==> config.mk <==
export PLATFORM = sky130hd
export DESIGN_NAME = event_test_injection
export DESIGN_NICKNAME = d
export VERILOG_FILES = /design/src/rtl/evt_inject_pkg.sv /design/src/rtl/event_test_injection.sv
export SDC_FILE = /design/constraint.sdc
export NUM_CORES = 1
export LEC_CHECK = 0
export ABC_AREA = 1
export BUFFER_PORTS_ARGS = -buffer_cell sky130_fd_sc_hd__buf_2
export CAP_MARGIN = 20
export CORE_MARGIN = 1
export CORE_UTILIZATION = 55
export DETAILED_ROUTE_END_ITERATION = 10
export GPL_ROUTABILITY_DRIVEN = 0
export PLACE_DENSITY = 0.83
export SLEW_MARGIN = 40
export SYNTH_ARGS = -nofsm -noshare
export SYNTH_HDL_FRONTEND = slang
export SYNTH_SLANG_ARGS = --single-unit
==> constraint.sdc <==
create_clock -name clk_i -period 2.4 [get_ports clk_i]
set_clock_uncertainty 0.2 [all_clocks]
set_input_delay 0.24 -clock clk_i [delete_from_list [all_inputs] [get_ports clk_i]]
set_output_delay 0.24 -clock clk_i [all_outputs]
set_load 0.01 [all_outputs]
==> src/rtl/evt_inject_pkg.sv <==
/*
  Shared constants and types for the event test injection block.
  Assumes a 16-bit register port with one-cycle read latency.
*/
package evt_inject_pkg;

  // ==========================================================
  // register map
  localparam logic [15:0] INJ_OFFSET      = 16'h0090;
  localparam logic [15:0] MASK_CRIT_OFF   = 16'h0094;
  localparam logic [15:0] MASK_STD_OFF    = 16'h0098;
  localparam logic [15:0] FLAG_OFF        = 16'h009C;
  localparam logic [15:0] CLEAR_OFF       = 16'h00A0;
  localparam logic [15:0] EVT_BITS_MASK   = 16'hFFC0;
  localparam logic [15:0] INJ_RESET       = 16'h0000;
  localparam logic [15:0] RDATA_UNMAPPED  = 16'h0000;

  // ==========================================================
  // event bit positions, bit 15 down to bit 6
  localparam int OVER_CURRENT_EVT_POS      = 15;
  localparam int OVER_VOLTAGE_EVT_POS      = 14;
  localparam int OVER_POWER_EVT_POS        = 13;
  localparam int UNDER_VOLTAGE_EVT_POS     = 12;
  localparam int OVER_FREQUENCY_EVT_POS    = 11;
  localparam int UNDER_FREQUENCY_EVT_POS   = 10;
  localparam int OVER_TEMPERATURE_EVT_POS  = 9;
  localparam int UNDER_TEMPERATURE_EVT_POS = 8;
  localparam int LINE_SAG_EVT_POS          = 7;
  localparam int LINE_SURGE_EVT_POS        = 6;

  // ==========================================================
  // register bus request
  typedef struct packed {
    logic [15:0] addr;
    logic [15:0] wdata;
    logic        wr;
    logic        rd;
  } reg_req_t;

  // ==========================================================
  // whole module state
  typedef struct packed {
    logic [15:0] inj;
    logic [15:0] genuine;
    logic [15:0] mask_crit;
    logic [15:0] mask_std;
    logic [15:0] flags;
    logic [15:0] rdata;
    logic        crit_pin;
    logic        std_pin;
  } state_t;

  // ==========================================================
  // values after reset
  localparam logic [15:0] GENUINE_RESET = 16'h0000;
  localparam logic [15:0] MASK_RESET    = 16'h0000;
  localparam logic [15:0] FLAGS_RESET   = 16'h0000;
  localparam logic [15:0] RDATA_RESET   = 16'h0000;
  localparam state_t      STATE_RESET   = '{
    inj:       INJ_RESET,
    genuine:   GENUINE_RESET,
    mask_crit: MASK_RESET,
    mask_std:  MASK_RESET,
    flags:     FLAGS_RESET,
    rdata:     RDATA_RESET,
    crit_pin:  1'b0,
    std_pin:   1'b0
  };

endpackage

==> src/rtl/event_test_injection.sv <==
/*
  Event test injection and notification logic of a power monitor.
  Assumes genuine detections arrive as one-cycle synchronous pulses
  from the threshold comparators (trip_i, bits 15..6 used).
*/
// Operation
// 16-bit injection register at 0x0090, ten event bits, reset zero.
// a set injection bit raises its event without measured stimulus.
// injected events set flags and drive pins through the masks.
// writing zero drops injected events only; genuine ones stay.
// software clears genuine events through the separate clear register.
// bits 5 to 0 ignore writes and read zero.
// active event with standard mask set drives standard pin high.
// active state is latched genuine source OR injection bit.
`timescale 1ns/100ps

module event_test_injection
  import evt_inject_pkg::*;
(
  input  wire logic        clk_i,
  input  wire logic        rst_n_i,
  input  wire logic [15:0] addr_i,
  input  wire logic [15:0] wdata_i,
  input  wire logic        wr_i,
  input  wire logic        rd_i,
  input  wire logic [15:0] trip_i,
  output logic      [15:0] rdata_o,
  output logic      [15:0] event_flags_o,
  output logic             crit_notify_o,
  output logic             std_notify_o
);

  // ==========================================================
  // state
  state_t          st_reg;
  state_t          st_next;
  reg_req_t        req;
  logic     [15:0] active;
  logic     [15:0] clr;
  logic     [15:0] trip_evt;
  logic     [15:0] crit_hits;
  logic     [15:0] std_hits;
  logic            wr_inj;
  logic            wr_crit;
  logic            wr_std;
  logic            wr_clr;
  logic            rd_inj;
  logic            rd_crit;
  logic            rd_std;
  logic            rd_flag;

  assign req = '{addr: addr_i, wdata: wdata_i, wr: wr_i, rd: rd_i};

  // ==========================================================
  // helpers
  // address match on a request
  function automatic logic hit(input reg_req_t r, input logic [15:0] off);
    hit = (r.addr == off);
  endfunction

  // keep only the ten implemented event bits
  function automatic logic [15:0] evt_only(input logic [15:0] v);
    evt_only = v & EVT_BITS_MASK;
  endfunction

  // one genuine latch bit: a new trip beats a clear in the same cycle
  function automatic logic latch_bit(input logic held,
                                     input logic clear,
                                     input logic trip);
    latch_bit = (held & ~clear) | trip;
  endfunction

  // a pin is high while any routed event is active
  function automatic logic notify(input logic [15:0] hits);
    notify = |evt_only(hits);
  endfunction

  // ==========================================================
  // address decode
  assign wr_inj   = req.wr && hit(req, INJ_OFFSET);
  assign wr_crit  = req.wr && hit(req, MASK_CRIT_OFF);
  assign wr_std   = req.wr && hit(req, MASK_STD_OFF);
  assign wr_clr   = req.wr && hit(req, CLEAR_OFF);
  assign rd_inj   = req.rd && hit(req, INJ_OFFSET);
  assign rd_crit  = req.rd && hit(req, MASK_CRIT_OFF);
  assign rd_std   = req.rd && hit(req, MASK_STD_OFF);
  assign rd_flag  = req.rd && hit(req, FLAG_OFF);
  assign trip_evt = evt_only(trip_i);

  // ==========================================================
  // next state
  always_comb
  begin
    st_next   = st_reg;
    clr       = 16'h0000;
    active    = 16'h0000;
    crit_hits = 16'h0000;
    std_hits  = 16'h0000;
    // genuine clear path
    if (wr_clr)
    begin
      clr = evt_only(req.wdata);
    end
    // injection write
    // low bits dropped
    if (wr_inj)
    begin
      st_next.inj = evt_only(req.wdata);
    end
    if (wr_crit)
    begin
      st_next.mask_crit = evt_only(req.wdata);
    end
    if (wr_std)
    begin
      st_next.mask_std = evt_only(req.wdata);
    end
    // genuine latch untouched by injection writes
    // only the clear register drops it, and a trip wins over a clear
    st_next.genuine[OVER_CURRENT_EVT_POS] =
      latch_bit(st_reg.genuine[OVER_CURRENT_EVT_POS],
                clr[OVER_CURRENT_EVT_POS],
                trip_evt[OVER_CURRENT_EVT_POS]);

    st_next.genuine[OVER_VOLTAGE_EVT_POS] =
      latch_bit(st_reg.genuine[OVER_VOLTAGE_EVT_POS],
                clr[OVER_VOLTAGE_EVT_POS],
                trip_evt[OVER_VOLTAGE_EVT_POS]);

    st_next.genuine[OVER_POWER_EVT_POS] =
      latch_bit(st_reg.genuine[OVER_POWER_EVT_POS],
                clr[OVER_POWER_EVT_POS],
                trip_evt[OVER_POWER_EVT_POS]);

    st_next.genuine[UNDER_VOLTAGE_EVT_POS] =
      latch_bit(st_reg.genuine[UNDER_VOLTAGE_EVT_POS],
                clr[UNDER_VOLTAGE_EVT_POS],
                trip_evt[UNDER_VOLTAGE_EVT_POS]);

    st_next.genuine[OVER_FREQUENCY_EVT_POS] =
      latch_bit(st_reg.genuine[OVER_FREQUENCY_EVT_POS],
                clr[OVER_FREQUENCY_EVT_POS],
                trip_evt[OVER_FREQUENCY_EVT_POS]);

    st_next.genuine[UNDER_FREQUENCY_EVT_POS] =
      latch_bit(st_reg.genuine[UNDER_FREQUENCY_EVT_POS],
                clr[UNDER_FREQUENCY_EVT_POS],
                trip_evt[UNDER_FREQUENCY_EVT_POS]);

    st_next.genuine[OVER_TEMPERATURE_EVT_POS] =
      latch_bit(st_reg.genuine[OVER_TEMPERATURE_EVT_POS],
                clr[OVER_TEMPERATURE_EVT_POS],
                trip_evt[OVER_TEMPERATURE_EVT_POS]);

    st_next.genuine[UNDER_TEMPERATURE_EVT_POS] =
      latch_bit(st_reg.genuine[UNDER_TEMPERATURE_EVT_POS],
                clr[UNDER_TEMPERATURE_EVT_POS],
                trip_evt[UNDER_TEMPERATURE_EVT_POS]);

    st_next.genuine[LINE_SAG_EVT_POS] =
      latch_bit(st_reg.genuine[LINE_SAG_EVT_POS],
                clr[LINE_SAG_EVT_POS],
                trip_evt[LINE_SAG_EVT_POS]);

    st_next.genuine[LINE_SURGE_EVT_POS] =
      latch_bit(st_reg.genuine[LINE_SURGE_EVT_POS],
                clr[LINE_SURGE_EVT_POS],
                trip_evt[LINE_SURGE_EVT_POS]);

    // active is genuine OR injected
    // an injected bit needs no measured stimulus
    active[OVER_CURRENT_EVT_POS] =
      st_next.genuine[OVER_CURRENT_EVT_POS] |
      st_next.inj[OVER_CURRENT_EVT_POS];
    active[OVER_VOLTAGE_EVT_POS] =
      st_next.genuine[OVER_VOLTAGE_EVT_POS] |
      st_next.inj[OVER_VOLTAGE_EVT_POS];
    active[OVER_POWER_EVT_POS] =
      st_next.genuine[OVER_POWER_EVT_POS] |
      st_next.inj[OVER_POWER_EVT_POS];
    active[UNDER_VOLTAGE_EVT_POS] =
      st_next.genuine[UNDER_VOLTAGE_EVT_POS] |
      st_next.inj[UNDER_VOLTAGE_EVT_POS];
    active[OVER_FREQUENCY_EVT_POS] =
      st_next.genuine[OVER_FREQUENCY_EVT_POS] |
      st_next.inj[OVER_FREQUENCY_EVT_POS];
    active[UNDER_FREQUENCY_EVT_POS] =
      st_next.genuine[UNDER_FREQUENCY_EVT_POS] |
      st_next.inj[UNDER_FREQUENCY_EVT_POS];
    active[OVER_TEMPERATURE_EVT_POS] =
      st_next.genuine[OVER_TEMPERATURE_EVT_POS] |
      st_next.inj[OVER_TEMPERATURE_EVT_POS];
    active[UNDER_TEMPERATURE_EVT_POS] =
      st_next.genuine[UNDER_TEMPERATURE_EVT_POS] |
      st_next.inj[UNDER_TEMPERATURE_EVT_POS];
    active[LINE_SAG_EVT_POS] =
      st_next.genuine[LINE_SAG_EVT_POS] |
      st_next.inj[LINE_SAG_EVT_POS];
    active[LINE_SURGE_EVT_POS] =
      st_next.genuine[LINE_SURGE_EVT_POS] |
      st_next.inj[LINE_SURGE_EVT_POS];

    // masks take effect in the cycle they are written
    crit_hits[OVER_CURRENT_EVT_POS] =
      active[OVER_CURRENT_EVT_POS] &
      st_next.mask_crit[OVER_CURRENT_EVT_POS];
    std_hits[OVER_CURRENT_EVT_POS] =
      active[OVER_CURRENT_EVT_POS] &
      st_next.mask_std[OVER_CURRENT_EVT_POS];

    crit_hits[OVER_VOLTAGE_EVT_POS] =
      active[OVER_VOLTAGE_EVT_POS] &
      st_next.mask_crit[OVER_VOLTAGE_EVT_POS];
    std_hits[OVER_VOLTAGE_EVT_POS] =
      active[OVER_VOLTAGE_EVT_POS] &
      st_next.mask_std[OVER_VOLTAGE_EVT_POS];

    crit_hits[OVER_POWER_EVT_POS] =
      active[OVER_POWER_EVT_POS] &
      st_next.mask_crit[OVER_POWER_EVT_POS];
    std_hits[OVER_POWER_EVT_POS] =
      active[OVER_POWER_EVT_POS] &
      st_next.mask_std[OVER_POWER_EVT_POS];

    crit_hits[UNDER_VOLTAGE_EVT_POS] =
      active[UNDER_VOLTAGE_EVT_POS] &
      st_next.mask_crit[UNDER_VOLTAGE_EVT_POS];
    std_hits[UNDER_VOLTAGE_EVT_POS] =
      active[UNDER_VOLTAGE_EVT_POS] &
      st_next.mask_std[UNDER_VOLTAGE_EVT_POS];

    crit_hits[OVER_FREQUENCY_EVT_POS] =
      active[OVER_FREQUENCY_EVT_POS] &
      st_next.mask_crit[OVER_FREQUENCY_EVT_POS];
    std_hits[OVER_FREQUENCY_EVT_POS] =
      active[OVER_FREQUENCY_EVT_POS] &
      st_next.mask_std[OVER_FREQUENCY_EVT_POS];

    crit_hits[UNDER_FREQUENCY_EVT_POS] =
      active[UNDER_FREQUENCY_EVT_POS] &
      st_next.mask_crit[UNDER_FREQUENCY_EVT_POS];
    std_hits[UNDER_FREQUENCY_EVT_POS] =
      active[UNDER_FREQUENCY_EVT_POS] &
      st_next.mask_std[UNDER_FREQUENCY_EVT_POS];

    crit_hits[OVER_TEMPERATURE_EVT_POS] =
      active[OVER_TEMPERATURE_EVT_POS] &
      st_next.mask_crit[OVER_TEMPERATURE_EVT_POS];
    std_hits[OVER_TEMPERATURE_EVT_POS] =
      active[OVER_TEMPERATURE_EVT_POS] &
      st_next.mask_std[OVER_TEMPERATURE_EVT_POS];

    crit_hits[UNDER_TEMPERATURE_EVT_POS] =
      active[UNDER_TEMPERATURE_EVT_POS] &
      st_next.mask_crit[UNDER_TEMPERATURE_EVT_POS];
    std_hits[UNDER_TEMPERATURE_EVT_POS] =
      active[UNDER_TEMPERATURE_EVT_POS] &
      st_next.mask_std[UNDER_TEMPERATURE_EVT_POS];

    crit_hits[LINE_SAG_EVT_POS] =
      active[LINE_SAG_EVT_POS] &
      st_next.mask_crit[LINE_SAG_EVT_POS];
    std_hits[LINE_SAG_EVT_POS] =
      active[LINE_SAG_EVT_POS] &
      st_next.mask_std[LINE_SAG_EVT_POS];

    crit_hits[LINE_SURGE_EVT_POS] =
      active[LINE_SURGE_EVT_POS] &
      st_next.mask_crit[LINE_SURGE_EVT_POS];
    std_hits[LINE_SURGE_EVT_POS] =
      active[LINE_SURGE_EVT_POS] &
      st_next.mask_std[LINE_SURGE_EVT_POS];

    // flags and pins follow the active state of either source
    st_next.flags    = active;
    st_next.crit_pin = notify(crit_hits);
    // standard pin high when masked event active
    st_next.std_pin  = notify(std_hits);

    // unimplemented bits and idle cycles read zero
    st_next.rdata = RDATA_UNMAPPED;
    if (req.rd)
    begin
      unique case (1'b1)
        rd_inj:  st_next.rdata = st_reg.inj;
        rd_crit: st_next.rdata = st_reg.mask_crit;
        rd_std:  st_next.rdata = st_reg.mask_std;
        rd_flag: st_next.rdata = st_reg.flags;
        default: st_next.rdata = RDATA_UNMAPPED;
      endcase
    end
  end

  // ==========================================================
  // registers
  always_ff @(posedge clk_i or negedge rst_n_i)
  begin
    if (!rst_n_i)
    begin
      st_reg <= STATE_RESET;
    end
    else
    begin
      st_reg <= st_next;
    end
  end

  assign rdata_o       = st_reg.rdata;
  assign event_flags_o = st_reg.flags;
  assign crit_notify_o = st_reg.crit_pin;
  assign std_notify_o  = st_reg.std_pin;

endmodule

; Word-level counts from Yosys, hierarchy flattened
; Cells that the tools add are included.
[totals]
ff_bits = 68
input_bits = 52
out_inout_bits = 34
[op_classes]
n_eq_ne = 5
mux = 6
n_bitwise = 60
reduce_logical = 10
[op_table]
columns = cell, n
row1 = 16-bit by 8-bit == test with 1-bit output (second input constant), 5
row2 = 16-bit 2-to-1 mux, 5
row3 = 16-bit one-hot mux with 4 select lines, 1
row4 = 1-bit AND, 30
row5 = 1-bit bitwise OR, 20
row6 = 10-bit OR reduction, 2
row7 = 1-bit NOT, 10
row8 = 1-bit logical AND, 8

; Depth between registers and ports, before layout
[logic_depth]
depth_word = 9
ltp_mapped = 13
ltp_nobuf = 12

; Least setup slack after synthesis
; OpenSTA, ideal clock, no wires.
[synth_path]
kind = input-to-reg
start = in addr_i[15]
end = reg st_reg (netlist bit crit_notify_o)
setup_time_ns = 0.125
arrival_time_ns = 1.390
required_time_ns = 2.075
slack_ns = 0.685
path_stages = 12
path_buffers = 2
path_cell_list = nor2_1 > nand2_1 > nor2_2 > buf_4 > nand3_4 > buf_6 > nand2_1 > nand2_1 > o21ai_1 > nand2_1 > nor2_1 > nand3_1
[synth_rtl]
columns = item, line
row1 = from (decl), event_test_injection.sv:22  ; input wire logic [15:0] addr_i,
row2 = to (signal assigned), event_test_injection.sv:304  ; st_reg <= st_next;
row3 = to (decl), event_test_injection.sv:35  ; state_t st_reg;

==> results.cfg <==
[worst_hold_path]
hold_path_class = input port to register

[clock_tree]
clk-insertion-delay-late_ps = 330
holdBufCountCts = 11
cts_inserted_buffers = 9
cts_max_level = 3
cts_tree = yes
clk_pin_slew_ps = 70
root_buffer = clkbuf_8
cts_buffer_depth = 2
cts.sinks = 62
post_cts_resized = 0
cts_setup_buffers = 0

[timing]
setup_viol = 0
finalCriticalPeriod_ps = 1810
maxSlewHeadroom = 0.613
finalMaxSlewViolations = 0
final.setup.tns_ps = 0
rsz0062_at_grt = no
tightestPinTransition_ps = 578
min_period_over_period = 0.753
hold_viol = 0
max_clock_freq_mhz = 553

[drt]
via_per_inst = 5.29
route.detailed.drc = 0
totalWireLength_um = 7000
avgRoutedWirePerCell_um = 14.2
drtAntennaViolNets = 0
drt_first_pass_iters = 5
dr.first_iter.drc_count = 250
num_vias = 2602

[synth]
syn_area_um2 = 3070
synth_flop_cell = dfrtp_1
synthAdderAreaFrac = 0
yosysUniqueCellTypes = 25
yosysTopAreaCell = dfrtp_1
synth_edf_count = 0
synth-xor-area-share = 0
synth_top_area_frac = 0.506
synth.ff_latch_count = 62
synth_top_family_by_area = simple AND/OR/NAND/NOR gates
synthArstFlopShare = 1.00
synthMostInstantiatedCell = nand2_1
seq_area_frac_synth = 0.506
netlist_instances = 356
yosysWarnings = 0
yosys.area_share.simple = 0.283
synth_mux_area_frac = 0
synth_area_leaders = dfrtp_1, nand2_1, buf_4
synth_common_cells = nand2_1, dfrtp_1, buf_4, nand4_1, inv_1
syn_avg_cell_area_um2 = 8.61
synth_compound_area_frac = 0.0678

[setup_path]
critPathCaptureType = register
critPathArrivalTime_ps = 1820
r2r_end = std_notify_o
endpoint = std_notify_o
reg2reg_from = st_reg[93]
cp-startpoint = addr_i[13]
startpoint_type = input port
critPathMaxFanout = 30
critPathKind = input port to register
cp.required_ps = 2410
rr_worst_depth = 6
reg2reg_slack_ps = 970

[global_route]
track_usage = 0.261
grt_pass1_wl_um = 11700
antenna_found_initial = 0
overflow = 0
first_global_vias = 2530
grt_max_degree = 63

[power_and_ir_drop]
internal_power_uw = 1560
seqPwrFrac = 0.511
p_sw_uw = 480
p_leak_uw = 0.00180
p_per_area_nw_per_um2 = 570
clock_power_share = 0.429
p_sw_frac = 0.235
comb_power_share = 0.060
ir_drop_v = 0.000480

[layout]
drive_above_1_share = 0.239
antenna_cells = 0
largest_reg_flops = 40
final_util = 0.684
nNetsFinal = 470
syn_to_final_growth_pct = 16.9

[flow_run]
maxCapViolCount = 0

[floorplanning]
die_y_um = 76.7
dieArea_um2 = 5880
die_w_um = 76.7
core_area_um2 = 5240
ioPinCount = 86
initial_core_util = 0.585
row_count = 26

[placed_design]
dp_hpwl_um = 4600
portBuffers = 61

[outcome]
status = finished clean
[logic make-up after synthesis]
logic type / Yosys count
compound gates: 39
flops: 62
buf+inv: 78
simple gates: 176
other cells: 1
[cell type report]
cell class | count | area [um2]
clock buffers | 11 | 131
clock inverters | 4 | 48.8
fillers | 430 | 1650
inverters | 35 | 131
multi-input cells | 227 | 1120
flip-flops and latches | 62 | 1550
well taps | 70 | 87.6
repair buffers | 83 | 514
[routing by layer]
layer / wire length (um) / track usage / up-vias
met5: 0 / 0 / -
met1: 2970 / 0.332 / 1211
met2: 3430 / 0.421 / 116
met4: 129 / 0.115 / 0
met3: 469 / 0.0667 / 18
li1: - / - / 1257
[layout by cell type, fill, tap and decap left out, drive strengths merged]
cell and n:
dfrtp 62, o21ai 34, buf 72, bufinv 1
nand4 36, nor4 2, conb 12, nor2 24
nor3 1, inv 34, or2 2, dlygate4sd3 11
a22oi 5, nand2 97, nand3 14, clkinv 4
clkbuf 11
[per-stage QoR]
stage	hold slack, ps	setup slack (ps)	instances	power [uW]	area [um2]
floorplan	-256	685	367	1120	3110
global placement	242	293	466	1170	3290
detailed placement	242	289	466	1170	3290
CTS	13.4	629	492	2040	3580
global route	23.6	470	492	2110	3580
finish	15.8	592	492	2040	3580
[worst min-delay path by stage]
stage	startpoint	to	slack, ps	cells past startpoint
after floorplan	rst_n_i	crit_notify_o	-260	0
after global placement	rst_n_i	st_reg[73]	240	2
after detailed placement	rst_n_i	rdata_o[7]	240	2
after CTS	wdata_i[9]	st_reg[59]	10	3
after global routing	wdata_i[7]	st_reg[89]	20	3
final	wdata_i[7]	st_reg[89]	20	3
[power groups by stage]
stage,Sequential [uW],Clock [uW],Combinational [uW]
after floorplan,1070,0,55.2
after global placement,1060,0,106
after detailed placement,1060,0,108
after CTS,1050,873,122
after global routing,1040,924,137
final,1050,876,122
[critical path: stages]
cell and delay [ps]:
buf_2 100, nor2_1 90, nand2_1 60, nor2_2 150
buf_12 200, nand3_4 210, nand2_1 100, o21ai_1 110
o21ai_0 210, nand2_1 90, nor2_1 140, nand3_1 100
Note: power is estimated with default switching activity, not from simulation.
